===== src/common/psc_consts.svh =====
`ifndef PSC_CONSTS_SVH
`define PSC_CONSTS_SVH

// register byte offsets
`define PSC_ADDR_CTRL 8'h00
`define PSC_ADDR_START_FREQ 8'h04
`define PSC_ADDR_START_BAND 8'h08
`define PSC_ADDR_START_DLY 8'h0c
`define PSC_ADDR_STOP_DLY 8'h10
`define PSC_ADDR_SLEEP_FREQ 8'h14
`define PSC_ADDR_REVIVE_FREQ 8'h18
`define PSC_ADDR_SLEEP_PERIOD 8'h1c
`define PSC_ADDR_STATUS 8'h20

// field positions
`define PSC_CTRL_CURVE 1:0
`define PSC_CTRL_MASK 4:2
`define PSC_STAT_AUX 2:0
`define PSC_STAT_SLEEP 3
`define PSC_STAT_COUNT 5:4

// frequencies in 0.01 Hz, delays in 0.1 s; both top out at 60000
`define PSC_FREQ_MAX 16'hea60
`define PSC_DLY_MAX 16'hea60
`define PSC_BAND_RST 16'h01f4
`define PSC_CURVE_RSVD 2'h3
`define PSC_NUM_AUX 3

// time base: one tick per 0.1 s at the system clock rate
`define PSC_TICK_MS 100
`define PSC_CLK_KHZ 40000

`endif


===== src/common/psc_pkg.sv =====
package psc_pkg;

    typedef enum logic [1:0] {
        CURVE_LINEAR,
        CURVE_POW15,
        CURVE_SQUARE
    } psc_curve_t;

    typedef enum logic [1:0] {
        DRV_STOPPED,
        DRV_RUNNING,
        DRV_SLEEPING
    } psc_state_t;

    typedef struct packed {
        psc_curve_t curve;
        logic [2:0] auxMask;
        logic [15:0] startFreq;
        logic [15:0] startBand;
        logic [15:0] startDly;
        logic [15:0] stopDly;
        logic [15:0] sleepFreq;
        logic [15:0] reviveFreq;
        logic [15:0] sleepPeriod;
    } psc_cfg_t;

endpackage


===== src/hdl/psc_pump_staging.sv =====
`timescale 1ns/1ps
`default_nettype none
`include "psc_consts.svh"

// What this block does
// - curve selector: 0 configured curve, 1 power 1.5, 2 square; default 0.
// - start-up frequency is the initial output frequency for auxiliary motors.
// - start-up frequency zero means no auxiliary motor is ever switched on.
// - start-up band setting, 0 to 600.00 Hz, defaults to 5.00 Hz.
// - wait the start delay, up to 6000.0 s, before switching a motor on.
// - wait the stop delay, up to 6000.0 s, before switching a motor off.
// - at most three motors; count equals terminals assigned to motor duty.
// - motors start 1,2,3 and stop in that order, first on first off.
// - command below sleep frequency for the sleep period shuts the output off.
// - output stays off until command frequency exceeds the revival frequency.
module psc_pump_staging #(
    parameter int unsigned TICK_CYCLES = `PSC_TICK_MS * `PSC_CLK_KHZ
) (
    input wire logic sys_clk,
    input wire logic rst,
    input wire logic psel,
    input wire logic penable,
    input wire logic pwrite,
    input wire logic [7:0] paddr,
    input wire logic [31:0] pwdata,
    output logic [31:0] prdata,
    output logic pready,
    output logic pslverr,
    input wire logic runCmd,
    input wire logic [15:0] cmdFreq,
    input wire logic [15:0] outFreq,
    output logic [2:0] auxMotorOn,
    output logic outputOn,
    output logic sleepActive,
    output psc_pkg::psc_curve_t curveSel,
    output logic [15:0] auxInitFreq
);
    psc_pkg::psc_cfg_t cfg_reg;
    psc_pkg::psc_state_t state_reg;
    psc_pkg::psc_state_t state_next;
    logic [31:0] tickCnt_reg;
    logic tick;
    logic [1:0] onCount_reg;
    logic [1:0] startPtr_reg;
    logic [1:0] stopPtr_reg;
    logic [1:0] nAux;
    logic [15:0] lowFreq;
    logic canStage;
    logic startHold;
    logic stopHold;
    logic sleepHold;
    logic startDone;
    logic stopDone;
    logic sleepDone;
    logic addrHit;
    logic [31:0] rdVal;
    logic wrEn;

    // divider for the 0.1 s time base
    always_ff @(posedge sys_clk) begin
        if (rst || tickCnt_reg == 32'(TICK_CYCLES - 1)) begin
            tickCnt_reg <= 32'h0000_0000;
        end else begin
            tickCnt_reg <= tickCnt_reg + 32'h0000_0001;
        end
    end
    assign tick = (tickCnt_reg == 32'(TICK_CYCLES - 1));

    // motors in use follow the terminals given motor duty
    assign nAux = 2'({1'b0, cfg_reg.auxMask[0]}) + 2'({1'b0, cfg_reg.auxMask[1]})
        + 2'({1'b0, cfg_reg.auxMask[2]});

    // stop threshold saturates at zero rather than wrapping
    assign lowFreq = (cfg_reg.startFreq > cfg_reg.startBand) ?
        cfg_reg.startFreq - cfg_reg.startBand : 16'h0000;
    assign canStage = (state_reg == psc_pkg::DRV_RUNNING) && (cfg_reg.startFreq != 16'h0000);
    assign startHold = canStage && (onCount_reg < nAux) && (outFreq >= cfg_reg.startFreq);
    assign stopHold = canStage && (onCount_reg != 2'h0) && (outFreq < lowFreq);
    assign sleepHold = (state_reg == psc_pkg::DRV_RUNNING) && (cmdFreq < cfg_reg.sleepFreq);

    // one timer per delay; each restarts when its condition lapses
    psc_delay_timer u_start_tmr (
        .sys_clk(sys_clk),
        .rst(rst),
        .tick(tick),
        .hold(startHold),
        .limit(cfg_reg.startDly),
        .done(startDone)
    );
    psc_delay_timer u_stop_tmr (
        .sys_clk(sys_clk),
        .rst(rst),
        .tick(tick),
        .hold(stopHold),
        .limit(cfg_reg.stopDly),
        .done(stopDone)
    );
    psc_delay_timer u_sleep_tmr (
        .sys_clk(sys_clk),
        .rst(rst),
        .tick(tick),
        .hold(sleepHold),
        .limit(cfg_reg.sleepPeriod),
        .done(sleepDone)
    );

    // run, sleep and wake sequencing
    always_comb begin
        state_next = state_reg;
        case (state_reg)
            psc_pkg::DRV_STOPPED: begin
                if (runCmd) begin
                    state_next = psc_pkg::DRV_RUNNING;
                end
            end
            psc_pkg::DRV_RUNNING: begin
                if (!runCmd) begin
                    state_next = psc_pkg::DRV_STOPPED;
                end else if (sleepDone && sleepHold) begin
                    state_next = psc_pkg::DRV_SLEEPING;
                end
            end
            psc_pkg::DRV_SLEEPING: begin
                if (!runCmd) begin
                    state_next = psc_pkg::DRV_STOPPED;
                end else if (cmdFreq > cfg_reg.reviveFreq) begin
                    state_next = psc_pkg::DRV_RUNNING;
                end
            end
            default: state_next = psc_pkg::DRV_STOPPED;
        endcase
    end

    always_ff @(posedge sys_clk) begin
        if (rst) begin
            state_reg <= psc_pkg::DRV_STOPPED;
            outputOn <= 1'b0;
            sleepActive <= 1'b0;
        end else begin
            state_reg <= state_next;
            outputOn <= (state_next == psc_pkg::DRV_RUNNING);
            sleepActive <= (state_next == psc_pkg::DRV_SLEEPING);
        end
    end

    // staging queue: a ring of pointers keeps first-on first-off order
    always_ff @(posedge sys_clk) begin
        if (rst || !canStage) begin
            auxMotorOn <= 3'h0;
            onCount_reg <= 2'h0;
            startPtr_reg <= 2'h0;
            stopPtr_reg <= 2'h0;
        end else if (startDone && startHold) begin
            auxMotorOn[startPtr_reg] <= 1'b1;
            startPtr_reg <= (startPtr_reg + 2'h1 >= nAux) ? 2'h0 : startPtr_reg + 2'h1;
            onCount_reg <= onCount_reg + 2'h1;
        end else if (stopDone && stopHold) begin
            auxMotorOn[stopPtr_reg] <= 1'b0;
            stopPtr_reg <= (stopPtr_reg + 2'h1 >= nAux) ? 2'h0 : stopPtr_reg + 2'h1;
            onCount_reg <= onCount_reg - 2'h1;
        end
    end

    // setting mirrors toward the frequency generator and curve shaper
    always_ff @(posedge sys_clk) begin
        if (rst) begin
            curveSel <= psc_pkg::CURVE_LINEAR;
            auxInitFreq <= 16'h0000;
        end else begin
            curveSel <= cfg_reg.curve;
            auxInitFreq <= cfg_reg.startFreq;
        end
    end

    // apb decode and readback
    always_comb begin
        addrHit = 1'b1;
        rdVal = 32'h0000_0000;
        case (paddr)
            `PSC_ADDR_CTRL: begin
                rdVal[`PSC_CTRL_CURVE] = cfg_reg.curve;
                rdVal[`PSC_CTRL_MASK] = cfg_reg.auxMask;
            end
            `PSC_ADDR_START_FREQ: rdVal[15:0] = cfg_reg.startFreq;
            `PSC_ADDR_START_BAND: rdVal[15:0] = cfg_reg.startBand;
            `PSC_ADDR_START_DLY: rdVal[15:0] = cfg_reg.startDly;
            `PSC_ADDR_STOP_DLY: rdVal[15:0] = cfg_reg.stopDly;
            `PSC_ADDR_SLEEP_FREQ: rdVal[15:0] = cfg_reg.sleepFreq;
            `PSC_ADDR_REVIVE_FREQ: rdVal[15:0] = cfg_reg.reviveFreq;
            `PSC_ADDR_SLEEP_PERIOD: rdVal[15:0] = cfg_reg.sleepPeriod;
            `PSC_ADDR_STATUS: begin
                rdVal[`PSC_STAT_AUX] = auxMotorOn;
                rdVal[`PSC_STAT_SLEEP] = sleepActive;
                rdVal[`PSC_STAT_COUNT] = onCount_reg;
            end
            default: addrHit = 1'b0;
        endcase
    end

    // one wait state so read data leave a flop
    always_ff @(posedge sys_clk) begin
        if (rst) begin
            pready <= 1'b0;
            pslverr <= 1'b0;
            prdata <= 32'h0000_0000;
        end else if (psel && penable && !pready) begin
            pready <= 1'b1;
            pslverr <= !addrHit;
            prdata <= rdVal;
        end else begin
            pready <= 1'b0;
            pslverr <= 1'b0;
        end
    end
    assign wrEn = psel && penable && pready && pwrite && addrHit;

    // settings; oversize frequencies and delays clamp to the top of range, reserved curve 3 falls back to 0
    always_ff @(posedge sys_clk) begin
        if (rst) begin
            cfg_reg <= '0;
            cfg_reg.curve <= psc_pkg::CURVE_LINEAR;
            cfg_reg.startBand <= `PSC_BAND_RST;
        end else if (wrEn) begin
            case (paddr)
                `PSC_ADDR_CTRL: begin
                    cfg_reg.curve <= (pwdata[`PSC_CTRL_CURVE] == `PSC_CURVE_RSVD) ?
                        psc_pkg::CURVE_LINEAR : psc_pkg::psc_curve_t'(pwdata[`PSC_CTRL_CURVE]);
                    cfg_reg.auxMask <= pwdata[`PSC_CTRL_MASK];
                end
                `PSC_ADDR_START_FREQ: cfg_reg.startFreq <= fclamp(pwdata, `PSC_FREQ_MAX);
                `PSC_ADDR_START_BAND: cfg_reg.startBand <= fclamp(pwdata, `PSC_FREQ_MAX);
                `PSC_ADDR_START_DLY: cfg_reg.startDly <= fclamp(pwdata, `PSC_DLY_MAX);
                `PSC_ADDR_STOP_DLY: cfg_reg.stopDly <= fclamp(pwdata, `PSC_DLY_MAX);
                `PSC_ADDR_SLEEP_FREQ: cfg_reg.sleepFreq <= fclamp(pwdata, `PSC_FREQ_MAX);
                `PSC_ADDR_REVIVE_FREQ: cfg_reg.reviveFreq <= fclamp(pwdata, `PSC_FREQ_MAX);
                `PSC_ADDR_SLEEP_PERIOD: cfg_reg.sleepPeriod <= fclamp(pwdata, `PSC_DLY_MAX);
                default: cfg_reg <= cfg_reg;
            endcase
        end
    end

    function automatic logic [15:0] fclamp(input logic [31:0] v, input logic [15:0] lim);
        fclamp = (v > {16'h0000, lim}) ? lim : v[15:0];
    endfunction

    // checking helper: ticks the start condition has been held
    logic [15:0] startHeld_reg;
    always_ff @(posedge sys_clk) begin
        if (rst || !startHold || startDone) begin
            startHeld_reg <= 16'h0000;
        end else if (tick && startHeld_reg != 16'hffff) begin
            startHeld_reg <= startHeld_reg + 16'h0001;
        end
    end

    // checking helper: ticks the stop condition has been held
    // a stop must never beat its delay, or a motor chatters on the band edge
    logic [15:0] stopHeld_reg;
    always_ff @(posedge sys_clk) begin
        if (rst || !stopHold || stopDone) begin
            stopHeld_reg <= 16'h0000;
        end else if (tick && stopHeld_reg != 16'hffff) begin
            stopHeld_reg <= stopHeld_reg + 16'h0001;
        end
    end
endmodule

`default_nettype wire


===== src/hdl/psc_delay_timer.sv =====
`timescale 1ns/1ps
`default_nettype none

// counts ticks while hold stays high; pulses done once the limit is reached
module psc_delay_timer (
    input wire logic sys_clk,
    input wire logic rst,
    input wire logic tick,
    input wire logic hold,
    input wire logic [15:0] limit,
    output logic done
);
    logic [15:0] cnt_reg;

    // a dropped hold restarts the wait, so a brief dip cannot slip through
    always_ff @(posedge sys_clk) begin
        if (rst || !hold) begin
            cnt_reg <= 16'h0000;
            done <= 1'b0;
        end else if (done) begin
            cnt_reg <= 16'h0000; // rearm for the next motor
            done <= 1'b0;
        end else if (cnt_reg >= limit) begin
            done <= 1'b1;
        end else if (tick) begin
            cnt_reg <= cnt_reg + 16'h0001;
        end
    end
endmodule

`default_nettype wire


===== config.mk =====
export PLATFORM = sky130hd
export DESIGN_NAME = psc_pump_staging
export DESIGN_NICKNAME = d
export VERILOG_FILES = /design/src/common/psc_pkg.sv /design/src/hdl/psc_pump_staging.sv /design/src/hdl/psc_delay_timer.sv
export VERILOG_INCLUDE_DIRS = /design/src /design/src/common
export SDC_FILE = /design/constraint.sdc
export NUM_CORES = 1
export LEC_CHECK = 0
export ABC_AREA = 1
export BUFFER_PORTS_ARGS = -buffer_cell sky130_fd_sc_hd__clkbuf_2
export CAP_MARGIN = 15
export CORE_MARGIN = 5
export CORE_UTILIZATION = 54
export DETAILED_ROUTE_END_ITERATION = 10
export GPL_ROUTABILITY_DRIVEN = 0
export PLACE_DENSITY = 0.72
export SLEW_MARGIN = 5
export SYNTH_ARGS = -nofsm -noshare
export SYNTH_HDL_FRONTEND = slang
export SYNTH_SLANG_ARGS = --single-unit

===== constraint.sdc =====
create_clock -name sys_clk -period 5.1 [get_ports sys_clk]
set_clock_uncertainty 0.15 [all_clocks]
set_input_delay 0.255 -clock sys_clk [delete_from_list [all_inputs] [get_ports sys_clk]]
set_output_delay 0.255 -clock sys_clk [all_outputs]
set_load 0.02 [all_outputs]

# Yosys cells after proc, flatten, opt, wreduce, memory -nomap -nowiden
# Cells that the tools add are included.
[word_totals]
register_bits = 249
input_bits = 78
output_inout_bits = 57
elab_cells = 153
[op_classes]
add_sub_neg = 11
magnitude_cmp = 16
eq_ne = 14
muxes = 27
n_bitwise = 8
n_reduce_logical = 49
[op_table]
columns = ["operator", "count"]
rows = [
  ["$pmux 10 s7", 1],
  ["$ge 16x16->1", 4],
  ["$add 16x1->16 const B", 3],
  ["$pmux 5 s9", 1],
  ["$add 32x1->32 const B", 1],
  ["$eq 32x22->1 const B", 1],
  ["$eq 8x5->1 const B", 4],
  ["$gt 16x16->1", 2],
  ["$gt 32x16->1 const B", 1],
  ["$lt 16x16->1", 2],
  ["$mux 16", 2],
  ["$reduce_and 2->1", 12],
  ["$mux 2", 10],
  ["$eq 8x4->1 const B", 2],
  ["$logic_and 1x1->1", 16],
  ["$reduce_bool 16->1", 1],
  ["$sub 16x16->16", 1],
  ["$reduce_or 9->1", 1],
  ["$eq 8x3->1 const B", 1],
  ["$eq 8x6->1 const B", 1],
  ["$logic_not 8->1", 1],
  ["$pmux 1 s8", 1],
  ["$reduce_or 2->1", 4],
  ["$mux 1", 7],
  ["other kinds (21)", 45],
]

# Depth between registers and ports, before layout
# Gate-level depths: netlist (run 1).
[logic_depth]
ltp_word = 8
depth_mapped = 25

# Hierarchy
# From an unflattened synthesis (run 1), not the netlist that was laid out.
[hier_totals]
hier_cells = 2189
hier_area_um2 = 15391.0
[by_module_without_submodules]
columns = ["module", "n_inst", "cells_each", "area_each_um2", "seq_area_each_um2"]
rows = [
  ["psc_pump_staging", 1, 1460, 10882.9, 3963.8],
  ["psc_delay_timer", 3, 243, 1502.7, 340.3],
]

# Worst setup path after synthesis (run 1)
# Ideal clock, no wire load.
[synth_path]
path_type = "reg2reg"
startpoint = "reg cfg_reg[96] (netlist name)"
endpoint = "reg u_stop_tmr.cnt_reg[11]"
t_arrival_ns = 3.398
t_required_ns = 4.885
path_slack_ns = 1.487
path_stages_with_launch = 24
synth_period_minus_slack_ns = 3.613
cell_sequence = "dfxtp_1 > inv_1 > ha_1 > inv_1 > fa_1 > nand2_1 > nand2_1 > nand3_1 > nand2_1 > nand2_1 > nand2_1 > and2_1 > clkbuf_1 > a21boi_0 > o21ai_0 > ha_1 > a21oi_1 > nor2_1 > a211oi_1 > o221ai_1 > nor2_1 > nand3_1 > clkbuf_1 > nor2_1"
[synth_between]
elab_chain_len = 7
elab_cells_between_ends = 11
classes_between = "add/sub: 1; order compare: 2; mux: 1; reduce/logical: 7"
[synth_lines]
columns = ["item", "line_no", "rtl"]
rows = [
  ["start: declaration", "psc_pump_staging.sv:38", "psc_pkg::psc_cfg_t cfg_reg;"],
  ["start signal: assignment", "psc_pump_staging.sv:237", "default: cfg_reg <= cfg_reg;"],
  ["$sub 16x16->16 (tied with other cells)", "psc_pump_staging.sv:75", "cfg_reg.startFreq - cfg_reg.startBand : 16'h0000;"],
  ["$mux 16 or $logic_and 1x1->1 (tied branches)", "psc_pump_staging.sv:74, psc_pump_staging.sv:76", ""],
  ["$lt 16x16->1 or $logic_and 1x1->1 (tied branches)", "psc_pump_staging.sv:78", "assign stopHold = canStage && (onCount_reg != 2'h0) && (outFreq < lowFreq);"],
  ["$logic_and 1x1->1 (*)", "psc_pump_staging.sv:78", ""],
  ["$logic_not 1->1 (*)", "--", ""],
  ["$logic_or 1x1->1 (*)", "psc_delay_timer.sv:17", "if (rst || !hold) begin"],
  ["$reduce_or 2->1 (no line) (*)", "--", ""],
  ["end signal: assignment", "psc_delay_timer.sv:26", "cnt_reg <= cnt_reg + 16'h0001;"],
  ["end: declaration", "psc_delay_timer.sv:13", "logic [15:0] cnt_reg;"],
]
# Mark *: on every way between the ends. The rest lies on a longest branch, timed or not.
# A chain may end at the register's enable or synchronous reset.

# Worst setup path in the final report (run 1)
[layout_path]
startpoint = "reg cfg_reg[96] (netlist name)"
endpoint = "reg auxMotorOn[1]"
[layout_between]
elab_chain_len = 6
elab_cells_between_ends = 17
classes_between = "add/sub: 1; order compare: 3; mux: 2; reduce/logical: 11"
[layout_lines]
columns = ["item", "line_no", "rtl"]
rows = [
  ["$sub 16x16->16 (tied with other cells)", "psc_pump_staging.sv:75", ""],
  ["$mux 16 or $logic_and 1x1->1 (tied branches)", "psc_pump_staging.sv:74, psc_pump_staging.sv:76", ""],
  ["$lt 16x16->1 (tied with other cells)", "psc_pump_staging.sv:78", ""],
  ["$logic_and 1x1->1, on equally long branches", "psc_pump_staging.sv:78, psc_pump_staging.sv:77", ""],
  ["$logic_and 1x1->1, on equally long branches", "psc_pump_staging.sv:157, psc_pump_staging.sv:153", ""],
  ["$reduce_bool 2->1 (no line) or $mux 3 (tied branches)", "--", ""],
  ["end signal: assignment", "psc_pump_staging.sv:149", "auxMotorOn <= 3'h0;"],
  ["end signal: indexed assignment", "psc_pump_staging.sv:154", "auxMotorOn[startPtr_reg] <= 1'b1;"],
  ["end signal: indexed assignment", "psc_pump_staging.sv:158", "auxMotorOn[stopPtr_reg] <= 1'b0;"],
  ["end: declaration", "psc_pump_staging.sv:32", "output logic [2:0] auxMotorOn,"],
]
# Several ways; a longest one is shown, not always the timed one.

==> reports/summary.md, run 1 <==
From left edge to right edge, the die measures 173 um. Each instance of the synthesized netlist takes up on average 7.40 um2. Switching fraction of total power: 0.225. The family with the most delay on the worst path is simple AND/OR/NAND/NOR gates. In the final routed layout, each cell accounts on average for 18.0 um.

The H-tree depth is 1. The sequential cells in the finished layout cover a total of 0.00498 mm2. The count of buffers from port buffering works out to 118. The share of layout cells above drive strength 1 was 0.104. The logs give 0.278 for the total global-route track usage and 0.440 for the met2 layer usage reported by global route.

The clock sink count is 249, and the total wirelength of the detailed-routed design is 43.1 mm. Area enclosed by the die boundary: 0.0298 mm2. The clock reaches the later pin of the worst-skew pair after 0.55 ns. In this run the static leakage power is 6.57 nW.

The cell with the biggest individual delay on the critical path is and2_1. The first global-routing pass estimated 68.8 mm of wire. The clock period minus final worst setup slack is 4.24 ns.

Along the worst path, the maximum fanout reaches 15. Counting every instance in the synthesized netlist gives 1927. The synthesized netlist contains 56 unique library cells.

The total number of vias came out at 13900. Summed over all nets, the switching power comes to 0.000977 W. Yosys mapped a number of flops with a built-in enable equal to 0. The transition time at the pin with the least slew margin was 1.01 ns; the final antenna-violating net count was 0. The signal on the critical path passes through inv_1 > ha_1 > inv_1 > fa_1 > nand2_1 > nand2_1 > nand3_1 > nand2_1 > nand2_1 > nand2_1 > and2_1 > a21boi_0 > o21ai_0 > ha_1 > a21oi_1 > nor2_1 > a211oi_1 > o221ai_1 > nor2_1 > nand3_1 > nand2_1 > nand2_1 > a21oi_1. The antenna diode count is 0. The run gives 0.322 as the worst slew margin relative to its limit. In this run, the number of DRC markers left after iteration 0 of detailed routing was 1316.

The largest stage delay on the critical path is 0.42 ns. The count of filler cells inserted in the layout is 2369. The final core utilization is 0.619. The tree is rooted in a clkbuf_16. For the footprint of the multi-input gates, the log shows 0.00793 mm2. The core outline area is 0.0261 mm2, and the vias per cell is 5.80. The area added between synthesis and finish is 13.1%. For this design the ratio of total power to cell area is 269 mW/mm2. For the portion of total power attributed to the clock network, the log shows 0.506. The path type of the worst min-delay path was in2reg. The run gives 236 MHz as the peak clock frequency supported by timing.

The layout net count is 2255. The detailed-routing iteration count for the pre-antenna-repair pass was 8; the register bit count reported by yosys was 249. For the residual overflow from global routing, the log shows 0. The tools report the number of pins exceeding their max-slew limit in the final report as 0.

The tools report the post-detailed-placement half-perimeter wirelength as 32.7 mm. The count of endpoints failing setup in the final report is 0. Share of synthesized flip-flops with an asynchronous set or reset: 0. TritonCTS built the clock tree.

The register with the most flip-flops in the layout has 117 of them. The final-report hold violation count was 0. Summing every instance area after synthesis gives 0.0143 mm2. The combinational power share came out at 0.044.

For this run, the number of Yosys warnings is 0. For this run, design rule violations remaining after detail routing come to 0. The run finished with clean final reports. Vertical die dimension: 173 um.

The logs give 0.547 for the effective utilization at floorplan and 4.58 ns for the data arrival time of the critical path. Cell internal power was estimated by the tool at 0.00336 W. By instance count, the cell type seen most on the critical path is nand2_1.

The part of the total power dissipated in sequential elements is 0.450, and the clock-pin transition on the worst setup and hold timing paths is 0.06 ns. By startpoint and endpoint, the worst setup path is classified as reg2reg. The sum of negative setup slack was 0 ns. The logs give 0.350 for the sequential area share after synthesis and 0 for the max-capacitance violation count. The run gives 12900 as the via count of the first global-routing pass. The peak supply drop came out at 0.391 mV.

The number of antenna violations at the first check in global routing was 0. The layer flagged by global routing as most heavily used is met2. Pin placement for this block handled 135 I/O pins. The post-CTS setup buffer count is 0. Entering global routing, the biggest net connects 75 pins.

Data on the critical path is required at its endpoint by 5.43 ns. The portion of the clock cycle consumed by the worst path in the final layout is 0.832. TritonCTS created 29 clock buffers. No sink is reached through more buffers than the 3 on the longest clock path. STA classifies the critical path startpoint as a flip-flop.

The tools report the global-route track usage on met3 as 0.0380. The worst setup path is captured at a flip-flop. Setup repair after global routing left no endpoint under its margin. The number of placement rows was 59. The run gives 0.377 as the met1 demand-to-capacity share in global routing. Primary flip-flop cell chosen by synthesis mapping: dfxtp_1. The combined buffer and inverter count along the critical path came out at 2.
stage by stage:
stage,hold WS [ns],setup WS (ns),total power [W],instances,cell area [um2]
floorplan,0.210,1.49,0.00211,1942,14300
global placement,0.280,1.13,0.00217,2330,15000
detailed placement,0.286,0.987,0.00218,2330,15000
CTS,0.0153,0.966,0.00435,2391,16100
global route,0.0465,0.365,0.00445,2391,16100
finish,0.0265,0.857,0.00434,2391,16100
cells by family after synthesis:
family	Yosys count	synth area share
AO/OA/AOI/OAI	508	0.202
XOR/XNOR	26	0.0160
adder cells (fa/ha/maj)	143	0.127
buffers and inverters	351	0.0988
flip-flops	249	0.350
other	1	0.000263
AND/OR/NAND/NOR	649	0.207
placed cells by master (no fill, tap or decap), types with 4 or more instances in the layout:
cell type        n
o21ai_0        154
o21a_1           5
dlygate4sd3_1    8
buf_4           12
o211a_1          4
xor2_1          19
nor4_1          22
nor2_1         178
bufinv_16        4
ha_1           141
clkinv_2         5
nand4_1         36
nand2_1        253
o41ai_1         13
a31oi_1         53
nor3b_1         11
clkbuf_2       118
o211ai_1         9
xnor2_1          7
clkbuf_8         7
conb_1          16
clkbuf_16       29
a21oi_1        185
or2_2            7
a211oi_1         8
a21boi_0         7
inv_1          271
nor3_1          46
a21o_1           5
dfxtp_1        249
clkbuf_1         6
o22ai_1         50
nor2_4           7
nor2_2           5
nand3_1         64
final cells by class:
cell class,instances,share of cell area
clock inverters,11,0.0101
clock buffers,42,0.0523
flip-flops and latches,249,0.309
well taps,335,0.0260
repair buffers,138,0.0472
multi-input cells,1342,0.492
inverters,274,0.0638
cells in the mapped netlist (all sizes together) (19+ instances only):
library cell / n / share of area
a31oi: 54 / 0.024
nor4: 25 / 0.013
ha: 141 / 0.12
o22ai: 50 / 0.022
nor2: 190 / 0.054
inv: 271 / 0.071
nand3: 66 / 0.024
buf: 36 / 0.015
o21ai: 155 / 0.055
a21oi: 185 / 0.065
nor3: 48 / 0.018
nand4: 36 / 0.016
dfxtp: 249 / 0.35
clkbuf: 41 / 0.011
nand2: 258 / 0.069
xor2: 19 / 0.012
metal layers:
layer	up-vias	share of wire	wire length, um
li1	6784	-	-
met3	123	0.074	3200
met4	0	0.054	2350
met5	-	0	0
met1	6402	0.43	18600
met2	548	0.44	19000
power by group through the flow:
| stage | sequential (W) | clock [W] | combinational [W] |
|---|---|---|---|
| after floorplan | 0.00200 | 0 | 0.000111 |
| after global placement | 0.00199 | 0 | 0.000178 |
| after detailed placement | 0.00199 | 0 | 0.000182 |
| after CTS | 0.00195 | 0.00221 | 0.000187 |
| after global routing | 0.00195 | 0.00229 | 0.000210 |
| final | 0.00195 | 0.00220 | 0.000190 |
worst register-to-register path, delay by kind of cell (launching register included):
family | cells | cell delay, ns
and+or+nand+nor | 12 | 1.81
AOI/OAI and AO/OA | 6 | 1.05
adders and majority gates | 3 | 0.65
DFF | 1 | 0.37
buffers and inverters | 2 | 0.16
worst paths after layout:
check / slack [ns] / endpoint / startpoint / cells after the start
max: 0.86 / auxMotorOn[1] / cfg_reg[96] / 23
min: 0.03 / pslverr / paddr[6] / 5
max reg2reg: 0.86 / auxMotorOn[1] / cfg_reg[96] / 23
min reg2reg: 0.29 / tickCnt_reg[0] / tickCnt_reg[0] / 1
timing repair:
item	in CTS	in global routing
hold endpoints to repair	10	0
resized for setup	0	0
hold buffers	8	0
No activity file was read; power rests on OpenSTA's default activity.
==> inputs of run 2 (changes only) <==
PLACE_DENSITY = 0.75   (was 0.72)
clock period = 3.75 ns   (was 5.1 ns; I/O delays follow)
==> run 2 against run 1 <==
Design area rose by 3.3%. Sequential share of layout area fell by 0.96 points. First-iteration DRC count rose by 4.3%. Highest routed layer is now met5. Register-to-register slack got worse by 0.76 ns. Sequential cell count did not move. Sequential power rose by 36%. Setup slack got worse by 0.76 ns.
==> reports/summary.md, run 2 (same netlist as run 1, synthesis figures left out) <==
Clock tree synthesis selected as its root buffer the cell clkbuf_16. The first global-routing pass estimated 68.0 mm of wire. The worst setup path is launched from a flip-flop. The library cell used most frequently in the layout, excluding fill and tap cells, is inv_1. At the placement stage, the worst setup path has a slack of -0.0616 ns. The die covers 0.0298 mm2.

For the worst-case clock buffer depth, the log shows 3. Summed over all layers, the routed wires come to 43.7 mm. The max-capacitance violation count came out at 0. The cell leakage power came out at 6.76 nW. For the total number of vias, the log shows 13900. The via count of the first global-routing pass was 13000; the count of endpoints failing setup in the final report was 0.

CTS saw 249 sinks. The setup check on the worst reg-to-reg path leaves a slack of 0.09 ns. The signal on the critical path passes through inv_1 > ha_1 > nand2_1 > o21ai_0 > nand2_1 > o2111ai_2 > nand3_1 > o211ai_1 > xor2_1 > nand2_1 > ha_1 > a211oi_1 > o221ai_2 > nor2_4 > nand3_4 > buf_12 > a21oi_2 > o21a_1. The vias per cell works out to 5.78. The total global-route track usage was 0.273; the final instance count without filler cells was 2412.

STA classifies the critical path endpoint as a flip-flop. The finished cells cover 0.0167 mm2. The run finished with clean final reports. In this run, CTS created clock tree buffers numbering 28.

In this run the vertical extent of the chip is 173 um. Once detail routing completed, the nets flagged for antenna violations numbered 0. The logs give 0.289 for the worst slew margin relative to its limit and 59 for the number of placement rows.

The number of antenna violations at the first check in global routing is 1. The logs give 0.00604 W for the total design power and 274 MHz for the peak clock frequency supported by timing. For the layout net count, the log shows 2276. The clock period minus final worst setup slack was 3.66 ns.

The transition time at the pin with the least slew margin works out to 1.05 ns. For the worst setup path, the data required time is 4.09 ns. The number of placed I/O pins was 135; the combined buffer and inverter count along the critical path was 2.

Final hold analysis gives a worst-case slack of 0.0474 ns. The logs give 0.402 mV for the peak supply drop and 32.4 mm for the post-detailed-placement half-perimeter wirelength. The number of remaining DRC errors came out at 0. The register with the most flip-flops in the layout has 117 of them.

The die is 173 um wide. Leaving out fill and tap cells, the most frequent cells in the layout are 269 x inv_1, 248 x nand2_1, 246 x dfxtp_1, 178 x a21oi_1, 175 x nor2_1. The later-pin clock latency in the skew report is 0.55 ns, and the data arrival time of the critical path is 4.00 ns. On the worst path, the slowest cell contributes a delay of 0.35 ns.

The count of buffers from port buffering works out to 118. The repair_antennas step left the layout with diodes totalling 0. After global routing the overflow that remains totals 0. Across all setup checks in the final design, the least slack found is 0.0943 ns. The area added between synthesis and finish is 16.8%, and the count of filler cells inserted in the layout is 2234. The effective utilization at floorplan is 0.547. The total area inside the core boundary comes to 0.0261 mm2.

The run gives 0 as the final-report hold violation count. Of all nets on the critical path, the largest fanout is 5. TritonCTS built the clock tree. The share of layout cells above drive strength 1 is 0.133. Classification of the worst setup path: reg2reg. Summing all placed instances gives a cell area of 0.0152 mm2. The detailed router finished its first iteration with 1373 violations. The path type of the worst min-delay path was in2reg. The portion of the clock cycle consumed by the worst path in the final layout was 0.975; the maximum number of pins on one net before global-route repair was 77.

On the critical path the largest part of the delay comes from compound AO/OA/AOI/OAI gates. Power spread over the standard cell area amounts to 363 mW/mm2. Counting tap cells, the placed design contains a total of 2342 instances. The first TritonRoute pass finished after 6 iterations.

For the number of pins exceeding their max-slew limit in the final report, the log shows 0. H-tree depth: 1. The cell that appears most often on the critical path is nand2_1. After detailed routing, the average wire length per cell comes to 18.1 um. Cell with the biggest individual delay on the critical path: ha_1. After clock tree synthesis, the clock-pin slew on the worst setup and hold paths is 0.06 ns.
## run 2: changes by cell type in the layout (fill, tap and decap cells not counted), moves of 4 or more
cell / delta
buf_4: +11
a21oi_1: -7
ha_1: -7
a21oi_2: +6
dlygate4sd3_1: +6
clkbuf_1: -5
ha_4: +5
nand2_1: -5
o21ai_0: -4
## run 2: worst reg2reg max path, delay by kind of cell (launching register included)
kind | cells | cell delay, ns
AND/OR/NAND/NOR | 6 | 0.79
flip-flops | 1 | 0.31
buffers and inverters | 2 | 0.24
XOR/XNOR | 1 | 0.17
AO/OA/AOI/OAI | 7 | 1.28
adder cells (fa/ha/maj) | 2 | 0.66
## run 2: per-layer routing
| layer | routed length, um | track usage |
|---|---|---|
| met5 | 11 | 0 |
| met2 | 19400 | 0.433 |
| met1 | 18200 | 0.361 |
| met3 | 3950 | 0.0540 |
| met4 | 2120 | 0.124 |
## run 2: final cells by class
| type | instances | area, um2 | share of cell area |
|---|---|---|---|
| Clock buffer | 34 | 785 | 0.0471 |
| Clock inverter | 18 | 273 | 0.0164 |
| Inverter | 274 | 1030 | 0.0617 |
| Multi-Input combinational cell | 1342 | 8160 | 0.490 |
| Sequential cell | 249 | 4990 | 0.299 |
| Tap cell | 335 | 419 | 0.0252 |
| Timing Repair Buffer | 160 | 1010 | 0.0608 |
## run 2: worst paths after layout
kind	from	end	depth (start not counted)
setup reg to reg	cfg_reg[85]	u_stop_tmr.cnt_reg[15]	18
hold / removal	penable	cfg_reg[116]	5
hold reg to reg	tickCnt_reg[0]	tickCnt_reg[0]	1
setup / recovery	cfg_reg[85]	u_stop_tmr.cnt_reg[15]	18
## run 2: through the flow
stage,setup TNS [ns],util
CTS,0,0.629
global route,-0.0891,0.640
detailed placement,-0.162,0.582
floorplan,0,-
global placement,0,0.582
finish,0,0.640
## run 2: timing repair
action / CTS / global route
gates resized for setup: 6 / 50
setup buffers: 0 / 2
endpoints found under the setup margin: 8 / 24
hold endpoints to repair: 21 / 0
hold buffers: 14 / 0
gates cloned: 0 / 2
pin swaps: 1 / 17
## run 2: power breakdown
part / switching, W / internal (W)
Clock: 0.00115 / 0.00196
Sequential: 0.00000301 / 0.00265
Combinational: 0.000177 / 0.0000989
Total: 0.00133 / 0.00471
